`src/include/node_init_params.svh`:
```
// Constants for the node-address initialization and recovery block.
// Assumes a 50 MHz system clock and a 24-bit SPI frame sampled in that clock.
`ifndef NODE_INIT_PARAMS_SVH
`define NODE_INIT_PARAMS_SVH

// Timing.
`define CLK_PERIOD_NS    20
`define READY_TIME_US    1000
`define SENSE_TIME_NS    10000
`define SENSE_CYCLES     (`SENSE_TIME_NS / `CLK_PERIOD_NS)
`define TIMER_W          24

// Frame layout: write flag, node address, register address, data.
`define FRAME_BITS       5'd24
`define FRM_WRITE_BIT    23
`define FRM_NODE_MSB     22
`define FRM_NODE_LSB     21
`define FRM_REG_MSB      20
`define FRM_REG_LSB      16
`define ADDR_SEEN_BITS   5'd2

// Register addresses.
`define REG_PRIMARY      5'h00
`define REG_SECONDARY    5'h01
`define REG_BROADCAST    5'h1E

// Broadcast command fields.
`define BC_CLR_FAULT_BIT 15
`define BC_REINIT_BIT    14
`define BC_OVERRIDE_BIT  13
`define BC_ASSIGN_MSB    12
`define BC_ASSIGN_LSB    11

// Reply flag positions.
`define RPL_SUPPLY_BIT   20
`define RPL_ADDRERR_BIT  19
`define RPL_NOTRDY_BIT   18
`define RPL_NODE_MSB     17
`define RPL_NODE_LSB     16

`endif

```
`src/include/node_init_pkg.sv`:
```
// Types shared by the node-address initialization block.
// Assumes nothing of its surroundings.
package node_init_pkg;
  typedef enum logic [2:0] {
    ST_SUPPLY_WAIT,
    ST_READY_WAIT,
    ST_SENSE,
    ST_SECOND_INIT_STATE
  } init_state_t;
endpackage

```
`src/hw/cycle_timer.sv`:
```
// Down-counting one-shot timer with a registered done pulse.
// Assumes start is a one-cycle pulse and load is nonzero.
`timescale 1ns/10ps
`default_nettype none
module cycle_timer #(
  parameter int W = 24
) (
  // Clock and reset.
  input  wire logic         clk,
  input  wire logic         srst,
  // Control.
  input  wire logic         start,
  input  wire logic [W-1:0] load,
  // Status.
  output logic              busy,
  output logic              done
);
  logic [W-1:0] count_r;

  always_ff @(posedge clk) begin
    if (srst) begin
      count_r <= '0;
    end else if (start) begin
      count_r <= load;
    end else if (count_r != '0) begin
      count_r <= count_r - 1'b1;
    end
  end

  always_ff @(posedge clk) begin
    if (srst) begin
      done <= 1'b0;
    end else begin
      done <= (count_r == W'(1)) && !start;
    end
  end

  assign busy = (count_r != '0);
endmodule
`default_nettype wire

```
`src/hw/node_addr_init.sv`:
```
// Power-up node-address initialization and recovery with its SPI slave.
// Assumes all pins are synchronous to clk; sclk is idle low, sampled on its rise.
`include "node_init_params.svh"
`timescale 1ns/10ps
`default_nettype none
module node_addr_init #(
  parameter int READY_CYCLES = `READY_TIME_US * 1000 / `CLK_PERIOD_NS
) (
  // Clock and reset.
  input  wire logic       clk,
  input  wire logic       srst,
  // Supply monitors, internal error and config CRC warning.
  input  wire logic       hvSupplyUndervoltage,
  input  wire logic       logicSupplyOvervoltage,
  input  wire logic       logicSupplyUndervoltage,
  input  wire logic       deviceError,
  input  wire logic       configCrcWarning,
  // Fault/address pin and its sensing front end.
  input  wire logic       faultAddressPinIn,
  output logic            faultAddressPinOut,
  output logic            faultAddressPinOe,
  input  wire logic [1:0] senseCode,
  // Enable pins.
  input  wire logic       enablePinOne,
  input  wire logic       enablePinTwo,
  // SPI.
  input  wire logic       sclk,
  input  wire logic       csN,
  input  wire logic       sdi,
  input  wire logic       sdoIn,
  output logic            sdoOut,
  output logic            sdoOe,
  // Status.
  output logic [1:0]      nodeAddress,
  output logic            nodeAddressError,
  output logic            secondInitState
);
  node_init_pkg::init_state_t state_r;
  logic [23:0] shiftIn_r, reply_r, txWord_r;
  logic [4:0]  bitCnt_r;
  logic        sclkPrev_r, csPrev_r, addrMatch_r, backOff_r, sdoOe_r, dead_r;
  logic        por_r, pinStatValid_r, reinitPend_r, addrErr_r;
  logic [1:0]  nodeAddr_r;
  logic        sclkRise, sclkFall, frameStart, frameEnd, frameOk, supplyErr, notReady;
  logic        isWrite, isBcWrite, addressed, conflict, reinitAcc, reinitRun, overrideAcc;
  logic        readyStart, readyDone, senseStart, senseDone;
  logic [4:0]  regAddr;
  logic [15:0] replyData;

  assign sclkRise   = sclk && !sclkPrev_r;
  assign sclkFall   = !sclk && sclkPrev_r;
  assign frameStart = !csN && csPrev_r;
  assign frameEnd   = csN && !csPrev_r;
  assign frameOk    = frameEnd && (bitCnt_r == `FRAME_BITS);
  assign regAddr    = shiftIn_r[`FRM_REG_MSB:`FRM_REG_LSB];
  assign isWrite    = shiftIn_r[`FRM_WRITE_BIT];
  assign isBcWrite  = frameOk && isWrite && (regAddr == `REG_BROADCAST);
  assign addressed  = shiftIn_r[`FRM_NODE_MSB:`FRM_NODE_LSB] == nodeAddr_r;
  assign supplyErr  = hvSupplyUndervoltage || logicSupplyOvervoltage || logicSupplyUndervoltage;
  assign notReady   = (state_r != node_init_pkg::ST_SECOND_INIT_STATE);
  assign conflict   = sdoOe_r && (sdoIn != txWord_r[23]);

  ////////////////////////////////////////////////////////////////////////////////
  // Initialization sequence.

  assign reinitAcc   = isBcWrite && (state_r == node_init_pkg::ST_SECOND_INIT_STATE);
  assign reinitRun   = reinitAcc && !shiftIn_r[`BC_REINIT_BIT] && reinitPend_r;
  assign overrideAcc = reinitAcc && addrErr_r && !shiftIn_r[`BC_REINIT_BIT]
                       && shiftIn_r[`BC_OVERRIDE_BIT];
  assign readyStart  = (state_r == node_init_pkg::ST_SUPPLY_WAIT) && !supplyErr;
  assign senseStart  = ((state_r == node_init_pkg::ST_READY_WAIT) && readyDone && !supplyErr)
                       || reinitRun;

  cycle_timer #(.W(`TIMER_W)) readyTimer (
    .clk   (clk),
    .srst  (srst),
    .start (readyStart),
    .load  (`TIMER_W'(READY_CYCLES)),
    .busy  (),
    .done  (readyDone)
  );

  cycle_timer #(.W(`TIMER_W)) senseTimer (
    .clk   (clk),
    .srst  (srst),
    .start (senseStart),
    .load  (`TIMER_W'(`SENSE_CYCLES)),
    .busy  (),
    .done  (senseDone)
  );

  always_ff @(posedge clk) begin
    if (srst) begin
      state_r <= node_init_pkg::ST_SUPPLY_WAIT;
    end else begin
      case (state_r)
        node_init_pkg::ST_SUPPLY_WAIT: begin
          if (!supplyErr) state_r <= node_init_pkg::ST_READY_WAIT;
        end
        node_init_pkg::ST_READY_WAIT: begin
          if (supplyErr) state_r <= node_init_pkg::ST_SUPPLY_WAIT;
          else if (readyDone) state_r <= node_init_pkg::ST_SENSE;
        end
        node_init_pkg::ST_SENSE: begin
          if (senseDone) state_r <= node_init_pkg::ST_SECOND_INIT_STATE;
        end
        node_init_pkg::ST_SECOND_INIT_STATE: begin
          if (reinitRun) state_r <= node_init_pkg::ST_SENSE;
        end
        default: state_r <= node_init_pkg::ST_SUPPLY_WAIT;
      endcase
    end
  end

  always_ff @(posedge clk) begin
    if (srst) begin
      reinitPend_r <= 1'b0;
    end else if (reinitAcc) begin
      reinitPend_r <= shiftIn_r[`BC_REINIT_BIT];
    end
  end

  // Address error: setting events win over the override clear in the same cycle.
  always_ff @(posedge clk) begin
    if (srst) begin
      addrErr_r  <= 1'b0;
      nodeAddr_r <= 2'h0;
    end else begin
      if (overrideAcc) begin
        nodeAddr_r <= shiftIn_r[`BC_ASSIGN_MSB:`BC_ASSIGN_LSB];
        addrErr_r  <= 1'b0;
      end
      if (senseDone) begin
        if (faultAddressPinIn) nodeAddr_r <= senseCode;
        addrErr_r <= !faultAddressPinIn;
      end
      if (conflict) addrErr_r <= 1'b1;
    end
  end

  // Only a power cycle, seen here as reset, releases a dead device.
  always_ff @(posedge clk) begin
    if (srst) begin
      dead_r            <= 1'b0;
      faultAddressPinOe <= 1'b0;
    end else begin
      if (deviceError) dead_r <= 1'b1;
      faultAddressPinOe <= dead_r || deviceError;
    end
  end

  always_ff @(posedge clk) begin
    if (srst) begin
      por_r          <= 1'b1;
      pinStatValid_r <= 1'b0;
    end else begin
      if (isBcWrite && shiftIn_r[`BC_CLR_FAULT_BIT]) por_r <= 1'b0;
      if (frameOk && !isWrite && addressed && regAddr == `REG_PRIMARY) pinStatValid_r <= 1'b1;
    end
  end

  ////////////////////////////////////////////////////////////////////////////////
  // SPI receive, reply and transmit.

  always_ff @(posedge clk) begin
    if (srst) begin
      sclkPrev_r <= 1'b0;
      csPrev_r   <= 1'b1;
      bitCnt_r   <= 5'h00;
      shiftIn_r  <= 24'h000000;
    end else begin
      sclkPrev_r <= sclk;
      csPrev_r   <= csN;
      if (frameStart) begin
        bitCnt_r <= 5'h00;
      end else if (sclkRise && !csN) begin
        shiftIn_r <= {shiftIn_r[22:0], sdi};
        if (bitCnt_r != 5'h1F) bitCnt_r <= bitCnt_r + 5'h01;
      end
    end
  end

  // Primary status holds zero enable fields until it has been read once.
  always_comb begin
    replyData = 16'h0000;
    if (isWrite) begin
      replyData = shiftIn_r[15:0];
    end else if (regAddr == `REG_PRIMARY) begin
      replyData = {por_r, configCrcWarning, enablePinOne && pinStatValid_r,
                   enablePinTwo && pinStatValid_r, 7'h00, regAddr};
    end else if (regAddr == `REG_SECONDARY) begin
      replyData = {enablePinOne, 15'h0000};
    end
  end

  always_ff @(posedge clk) begin
    if (srst) begin
      reply_r <= 24'h000000;
    end else if (frameOk) begin
      reply_r <= {3'h0, supplyErr, addrErr_r, notReady, nodeAddr_r, replyData};
    end
  end

  always_ff @(posedge clk) begin
    if (srst) begin
      txWord_r    <= 24'h000000;
      addrMatch_r <= 1'b0;
      backOff_r   <= 1'b0;
      sdoOe_r     <= 1'b0;
    end else begin
      if (frameStart) begin
        txWord_r    <= reply_r;
        addrMatch_r <= 1'b0;
        backOff_r   <= 1'b0;
      end else if (sclkFall && !csN) begin
        txWord_r <= {txWord_r[22:0], 1'b0};
      end
      if (sclkRise && !csN && bitCnt_r == `ADDR_SEEN_BITS) begin
        addrMatch_r <= ({shiftIn_r[0], sdi} == nodeAddr_r);
      end
      if (conflict) backOff_r <= 1'b1;
      sdoOe_r <= !csN && !frameStart && addrMatch_r && !backOff_r && !conflict
                 && !dead_r && !deviceError;
    end
  end

  assign sdoOut             = txWord_r[23];
  assign sdoOe              = sdoOe_r;
  assign faultAddressPinOut = 1'b0;
  assign nodeAddress        = nodeAddr_r;
  assign nodeAddressError   = addrErr_r;
  assign secondInitState    = (state_r == node_init_pkg::ST_SECOND_INIT_STATE);

  ////////////////////////////////////////////////////////////////////////////////
  // Checks.

  property p_supplyGate;
    @(posedge clk) disable iff (srst)
    (state_r == node_init_pkg::ST_SUPPLY_WAIT && supplyErr) |=>
      state_r == node_init_pkg::ST_SUPPLY_WAIT;
  endproperty
  a_supplyGate: assert property (p_supplyGate) else $error("init left supply wait early");

  property p_notReady;
    @(posedge clk) disable iff (srst)
    (frameOk && state_r != node_init_pkg::ST_SECOND_INIT_STATE) |=> reply_r[`RPL_NOTRDY_BIT];
  endproperty
  a_notReady: assert property (p_notReady) else $error("reply not marked not-ready");

  property p_supplyFlag;
    @(posedge clk) disable iff (srst)
    frameOk |=> reply_r[`RPL_SUPPLY_BIT] == $past(supplyErr);
  endproperty
  a_supplyFlag: assert property (p_supplyFlag) else $error("supply flag wrong");

  property p_deadDevice;
    @(posedge clk) disable iff (srst)
    deviceError |=> ##1 (faultAddressPinOe && !sdoOe_r)[*4];
  endproperty
  a_deadDevice: assert property (p_deadDevice) else $error("dead device still active");

  property p_conflict;
    @(posedge clk) disable iff (srst)
    conflict |=> addrErr_r && !sdoOe_r;
  endproperty
  a_conflict: assert property (p_conflict) else $error("conflict not handled");

  property p_onlyMatch;
    @(posedge clk) disable iff (srst)
    sdoOe_r |-> addrMatch_r && !csPrev_r && !dead_r;
  endproperty
  a_onlyMatch: assert property (p_onlyMatch) else $error("unaddressed node drove SDO");

  property p_reinitIgnored;
    @(posedge clk) disable iff (srst)
    (isBcWrite && state_r != node_init_pkg::ST_SECOND_INIT_STATE && !reinitPend_r) |=> !reinitPend_r;
  endproperty
  a_reinitIgnored: assert property (p_reinitIgnored) else $error("reinit taken outside init");

  property p_reinitRestart;
    @(posedge clk) disable iff (srst)
    reinitRun |=> state_r == node_init_pkg::ST_SENSE ##[1:600] state_r == node_init_pkg::ST_SECOND_INIT_STATE;
  endproperty
  a_reinitRestart: assert property (p_reinitRestart) else $error("reinit did not resense");

  property p_override;
    @(posedge clk) disable iff (srst)
    (overrideAcc && !conflict && !senseDone) |=>
      nodeAddr_r == $past(shiftIn_r[`BC_ASSIGN_MSB:`BC_ASSIGN_LSB]) && !addrErr_r;
  endproperty
  a_override: assert property (p_override) else $error("override not adopted");

  property p_overrideGuard;
    @(posedge clk) disable iff (srst)
    (!addrErr_r && !senseDone) |=> nodeAddr_r == $past(nodeAddr_r);
  endproperty
  a_overrideGuard: assert property (p_overrideGuard) else $error("address moved without error");

  property p_senseFail;
    @(posedge clk) disable iff (srst)
    (senseDone && !faultAddressPinIn) |=> addrErr_r;
  endproperty
  a_senseFail: assert property (p_senseFail) else $error("sense failure not flagged");

  property p_echo;
    @(posedge clk) disable iff (srst)
    (frameOk && isWrite) |=> reply_r[15:0] == $past(shiftIn_r[15:0])
      && reply_r[`RPL_ADDRERR_BIT] == $past(addrErr_r);
  endproperty
  a_echo: assert property (p_echo) else $error("command not echoed");

  property p_secondary;
    @(posedge clk) disable iff (srst)
    (frameOk && !isWrite && regAddr == `REG_SECONDARY) |=> reply_r[15] == $past(enablePinOne);
  endproperty
  a_secondary: assert property (p_secondary) else $error("enable one level wrong");

  property p_firstStatus;
    @(posedge clk) disable iff (srst)
    (frameOk && !isWrite && regAddr == `REG_PRIMARY && !pinStatValid_r) |=>
      reply_r[13:12] == 2'h0 && reply_r[15] == $past(por_r);
  endproperty
  a_firstStatus: assert property (p_firstStatus) else $error("first status wrong");

  c_reachInit2: cover property (@(posedge clk) disable iff (srst)
    $rose(state_r == node_init_pkg::ST_SECOND_INIT_STATE));
  c_override: cover property (@(posedge clk) disable iff (srst) overrideAcc);
  c_conflict: cover property (@(posedge clk) disable iff (srst) conflict);
endmodule
`default_nettype wire

```
`config.mk`:
```
export PLATFORM = sky130hd
export DESIGN_NAME = node_addr_init
export DESIGN_NICKNAME = d
export VERILOG_FILES = /design/src/include/node_init_pkg.sv /design/src/hw/cycle_timer.sv /design/src/hw/node_addr_init.sv
export VERILOG_INCLUDE_DIRS = /design/src /design/src/include
export SDC_FILE = /design/constraint.sdc
export NUM_CORES = 1
export LEC_CHECK = 0
export ABC_AREA = 1
export BUFFER_PORTS_ARGS = -buffer_cell sky130_fd_sc_hd__buf_2
export CAP_MARGIN = 20
export CORE_MARGIN = 4
export CORE_UTILIZATION = 40
export DETAILED_ROUTE_END_ITERATION = 8
export GPL_TIMING_DRIVEN = 0
export SLEW_MARGIN = 20
export SYNTH_ARGS = -nofsm -noshare
export SYNTH_HDL_FRONTEND = slang
export SYNTH_SLANG_ARGS = --single-unit
```
`constraint.sdc`:
```
create_clock -name clk -period 2.6 [get_ports clk]
set_input_delay 0.13 -clock clk [delete_from_list [all_inputs] [get_ports clk]]
set_output_delay 0.13 -clock clk [all_outputs]
set_load 0.01 [all_outputs]
```
## Word level (Yosys, flattened, before mapping)

Cells that the tools add are included.

| operators by class | value |
|---|---|
| add/subtract/negate cells | 3 |
| equality and inequality tests | 18 |
| bitwise logic cells | 1 |
| reductions and logical operators | 69 |
| muxes and demuxes | 24 |

Operators by type and width:

| operator | number |
|---|---|
| 16-bit two-way mux | 5 |
| 24-bit by 1-bit == test with 1-bit output, second input constant | 2 |
| 24-bit two-way mux | 2 |
| 24-bit nonzero test | 2 |
| 24-bit by 1-bit subtractor with 24-bit output, second input constant | 2 |
| 1-bit logical AND | 34 |
| 9-bit two-way mux | 2 |
| 1-bit zero test | 15 |
| 3-bit two-way mux | 5 |
| 3-bit one-hot mux with 4 select lines | 1 |
| 5-bit == test, second input constant | 2 |
| 2-bit nonzero test | 5 |
| 3-bit by 2-bit == test with 1-bit output, second input constant | 2 |
| 1-bit two-way mux | 6 |
| 2-bit two-way mux | 3 |
| 3-bit by 2-bit inequality test with 1-bit output, second input constant | 2 |
| 2-bit OR reduction | 3 |
| 5-bit by 1-bit adder with 5-bit output, second input constant | 1 |
| 5-bit by 1-bit == test with 1-bit output, second input constant | 1 |
| 5-bit by 2-bit == test with 1-bit output, second input constant | 1 |
| 5-bit zero test | 1 |
| 5-bit inequality test, second input constant | 1 |
| 2-bit == test | 2 |
| 1-bit logical OR | 4 |
| 9 further kinds | 11 |

| storage, ports and cells | value |
|---|---|
| bits of input ports | 16 |
| register bits after elaboration | 140 |
| output and inout bits | 8 |
| word-level logic and storage cells | 138 |

## Logic depth before layout (Yosys ltp)

| depth | value |
|---|---|
| depth in word-level cells | 12 |
| gate-level depth with buffers | 12 |
| depth with buffers taken out | 12 |

## By module

Synthesis repeated with hierarchy kept, for this count alone.

| second synthesis, totals | value |
|---|---|
| cell total of the unflattened synthesis | 1038 |
| area, all modules | 7121.8 µm² |

By module, submodules not included:

| module | times used | area each (µm²) | cells an instance | seq. area each (µm²) |
|---|---|---|---|---|
| node_addr_init | 1 | 3661.0 | 486 | 1781.7 |
| cycle_timer | 2 | 1730.4 | 276 | 500.5 |

## Worst setup path after synthesis

Ideal clock, no wire load.

| timing | value |
|---|---|
| path kind | register to register |
| from | register bitCnt_r[0] |
| to | register senseTimer.count_r[16] |
| setup time | 0.117 ns |
| path slack | 0.969 ns |
| arrival time | 1.514 ns |
| period minus slack after synthesis | 1.631 ns |
| cell stages (with the launch flop) | 13 |
| required time | 2.483 ns |
| path buffers | 1 |
| cells stage by stage | dfxtp_1 -> inv_1 -> ha_1 -> nand2_1 -> nor2_2 -> nand3_2 -> nor3_4 -> nand3_2 -> nand2_4 -> inv_4 -> nand2_8 -> buf_12 -> nor2_2 |

| between the ends | value |
|---|---|
| cells in the longest elaborated chain, start to end | 9 |

RTL lines:

| what | RTL line | RTL |
|---|---|---|
| start, declared | node_addr_init.sv:40 | `logic [4:0] bitCnt_r;` |
| start signal, assigned | node_addr_init.sv:178 | `if (bitCnt_r != 5'h1F) bitCnt_r <= bitCnt_r + 5'h01;` |
| 5-bit == test (no line) | n/a |  |
| 1-bit logical AND | node_addr_init.sv:54 | `` assign frameOk = frameEnd && (bitCnt_r == `FRAME_BITS); `` |
| 1-bit logical AND (2 in a row) | node_addr_init.sv:57 | `` assign isBcWrite = frameOk && isWrite && (regAddr == `REG_BROADCAST); `` |
| 1-bit logical AND | node_addr_init.sv:66 | `assign reinitAcc = isBcWrite && (state_r == node_init_pkg::ST_SECOND_INIT_STATE);` |
| 1-bit logical AND (2 in a row) | node_addr_init.sv:67 | `` assign reinitRun = reinitAcc && !shiftIn_r[`BC_REINIT_BIT] && reinitPend_r; `` |
| 1-bit logical OR | node_addr_init.sv:72 | `\|\| reinitRun;` |
| 2-bit OR reduction (no line) | n/a |  |
| end signal, assigned | cycle_timer.sv:24 | `count_r <= load;` |
| end signal, assigned | cycle_timer.sv:26 | `count_r <= count_r - 1'b1;` |
| end, declared | cycle_timer.sv:18 | `logic [W-1:0] count_r;` |

Every way passes these cells.
A chain may end at the register's enable or synchronous reset.

## Worst setup path after layout

Same ends and word-level chain as after synthesis.

==> reports/metrics.yaml <==
routing:
  drc: 0
  ant_nets: 0
  routed_wl_mm: 14.9
  wl_per_cell_um: 12.8
  drt_pass1_iterations: 5
  num_vias: 5536
  via_per_inst: 4.75
  first_iter_violations: 375
grt:
  first_global_vias: 5230
  grt_max_degree: 17
  grt_pass1_wl_mm: 25.4
  antenna_found_initial: 0
  grt_overflow: 0
  grt.total_usage: 0.174
critical_path:
  worst-path-buf-inv: 3
  ff2ff_path_depth: 12
  max_stage_delay_ps: 320
  r2r_start: "bitCnt_r[0]$_SDFFE_PP0P_"
  worst_ep_arrival_time_ps: 2220
  endpoint_kind: "register"
  cp_max_fo: 10
  crit_type: "reg2reg"
  r2r_setup_slack_ps: 690
  start_kind: "register"
  critical-path-top-delay-family: "simple AND/OR/NAND/NOR gates"
  reg2reg_to: "senseTimer.count_r[16]$_SDFFE_PP0P_"
  cpMaxStageDelayCell: "dfxtp_1"
  worstPathCellList: "inv_1, ha_1, nand2_1, nor2_2, nand3_2, nor3_4, nand3_2, nand2_4, inv_4, nand2_8, buf_12, nor2_2"
  cp.required_ps: 2910
timing:
  period_share: 0.735
  fmax_mhz: 523
  finalCriticalPeriod_ps: 1910
  holdWs_ps: 13.8
  drv_slew: 0
  finalSetupViolations: 0
  hold_viol_final: 0
  tightestPinTransition_ps: 614
  tns_ps: 0
  skew_ps: 5.80
  worst_slew_margin_rel: 0.588
  rsz0062_at_grt: "no"
  setup_ws_ps: 688
synth:
  synth_top_area_share: 0.433
  syn_nets: 915
  yosys.cell_types.count: 45
  syn_area_per_cell_um2: 7.22
  synth-simple-area-share: 0.322
  synth_adder_area_share: 0.0175
  seq_area_frac_synth: 0.433
  synthFlopType: "dfxtp_1"
  synth_edf_count: 0
  synth_area_leaders: "dfxtp_1 43%, nand2_1 11%, nor2_1 11%, inv_1 4.1%, a21oi_1 3.9%"
  synth-compound-area-share: 0.110
  yosys_warnings: 0
  synthMuxAreaShare: 0.00156
  async_flop_share: 0
  syn_inst: 890
  synth_top_family_by_area: "simple AND/OR/NAND/NOR gates"
  ys_ff_latch: 139
  synth-xor-area-share: 0.0463
  netlist_area_um2: 6420
  synth_largest_area_cell: "dfxtp_1"
clock_network:
  ctsHoldBuffers: 6
  postCtsSetupBuffers: 0
  clkTransAtPathRegs_ps: 60
  clockBufferDepth: 2
  cts_inserted_buffers: 17
  cts_tree: "done"
  htree_levels: 4
  root_buffer: "clkbuf_16"
  clkSinkCount: 139
  clk_latency_ps: 420
  cts-resized-gates: 0
power_and_ir_drop:
  powerDensity_nw_per_um2: 1190
  pwr-share-clk: 0.262
  power_uw: 8860
  combPwrFrac: 0.411
  peakVddDrop_mv: 0.752
  p_seq_frac: 0.327
  p_leak_uw: 0.00318
  switching_share: 0.398
  netSwitchingPower_uw: 3530
  cellInternalPower_uw: 5330
die:
  rows: 46
  io_pins: 24
  die_area_um2: 18200
  die_y_um: 135
  die_width_um: 135
  core_area_um2: 15800
  start_util: 0.406
placed_design:
  pre_cts_ws_ps: 679
  io_buffer_count: 21
  dpl.hpwl_mm: 11.0
  gp_congestion: 0.869
finish:
  synthToLayoutAreaGrowth_pct: 15.6
  multi_input_area_um2: 3200
  num-fill-cells: 1656
  final_nets: 961
  final_common_cell: "nand2_1"
  diodes: 0
  ff_latch_area_um2: 2780
  drive_gt1_frac: 0.112
  layout_common_cells: "187 x nand2_1, 180 x nor2_1, 139 x dfxtp_1"
min_path:
  hold_start: "senseCode[0]"
  min_delay_path_depth: 5
  min_to: "nodeAddress[0]$_SDFF_PP0_"
  hold_class: "in2reg"
job:
  max_cap_viol_count: 0
outcome:
  status: "completed"
-- area by class of cell --
class | instances | area share
flip-flops and latches | 139 | 0.375
well taps | 216 | 0.0364
clock buffers | 24 | 0.0676
multi-input cells | 643 | 0.430
plain buffers | 30 | 0.0204
clock inverters | 8 | 0.00876
inverters | 78 | 0.0398
repair buffers | 27 | 0.0222
-- worst register-to-register path, cell delays in order, from the launching register on --
cell,delay (ps)
dfxtp_1,320
inv_1,130
ha_1,160
nand2_1,80
nor2_2,130
nand3_2,140
nor3_4,190
nand3_2,150
nand2_4,130
inv_4,60
nand2_8,100
buf_12,170
nor2_2,40
-- worst max path at each step --
stage / cells after the start / to / slack [ps] / startpoint
after floorplan: 12 / senseTimer.count_r[16]$_SDFFE_PP0P_ / 970 / bitCnt_r[0]$_SDFFE_PP0P_
after global placement: 12 / senseTimer.count_r[16]$_SDFFE_PP0P_ / 660 / bitCnt_r[0]$_SDFFE_PP0P_
after detailed placement: 12 / senseTimer.count_r[16]$_SDFFE_PP0P_ / 680 / bitCnt_r[0]$_SDFFE_PP0P_
after CTS: 12 / senseTimer.count_r[16]$_SDFFE_PP0P_ / 670 / bitCnt_r[0]$_SDFFE_PP0P_
after global routing: 12 / senseTimer.count_r[18]$_SDFFE_PP0P_ / 500 / bitCnt_r[0]$_SDFFE_PP0P_
final: 12 / senseTimer.count_r[16]$_SDFFE_PP0P_ / 690 / bitCnt_r[0]$_SDFFE_PP0P_
-- synthesized netlist by cell type (9+ instances only) --
cell type / number
nand4_1: 18
nor2_2: 21
clkbuf_1: 17
xnor2_1: 17
xor2_1: 17
nand3_1: 33
dfxtp_1: 139
nand2_1: 187
inv_1: 71
ha_1: 9
a311oi_1: 19
nor2_1: 180
nor3_1: 13
buf_2: 9
o21ai_0: 42
a21oi_1: 50
-- cell families after synthesis --
group                    after synthesis
flip-flops                           139
AO/OA/AOI/OAI                        123
buffers and inverters                108
adder cells (fa/ha/maj)                9
other                                  1
XOR/XNOR                              34
AND/OR/NAND/NOR                      475
multiplexers                           1
-- through the flow --
stage	cell area, µm²	utilization	cells
2_1_floorplan	6420	-	890
3_3_place_gp	6800	0.430	1127
3_5_place_dp	6800	0.430	1127
4_1_cts	7430	0.469	1165
5_1_grt	7430	0.469	1165
6_report	7430	0.469	1165
-- power groups by stage --
stage,sequential [µW],combinational [µW],clock (µW)
2_1_floorplan,2840,2990,0
3_3_place_gp,2940,3610,0
3_5_place_dp,2930,3610,0
4_1_cts,2900,3650,2360
5_1_grt,2960,4230,2460
6_report,2900,3640,2320
-- flip-flops by register name, summed over array words and instances, names as in the netlist, 2 cells and up --
signal and flops:
bitCnt_r 5, nodeAddress 2, readyTimer.count_r 24, reply_r 21
senseTimer.count_r 24, shiftIn_r 24, state_r 2, txWord_r 24
-- layer usage --
metal  GRT usage  wire length, µm
met2       0.257             6280
met4      0.0571              209
met3      0.0391              589
met5           0                0
met1       0.251             7790
No activity file was read; power rests on OpenSTA's default activity.
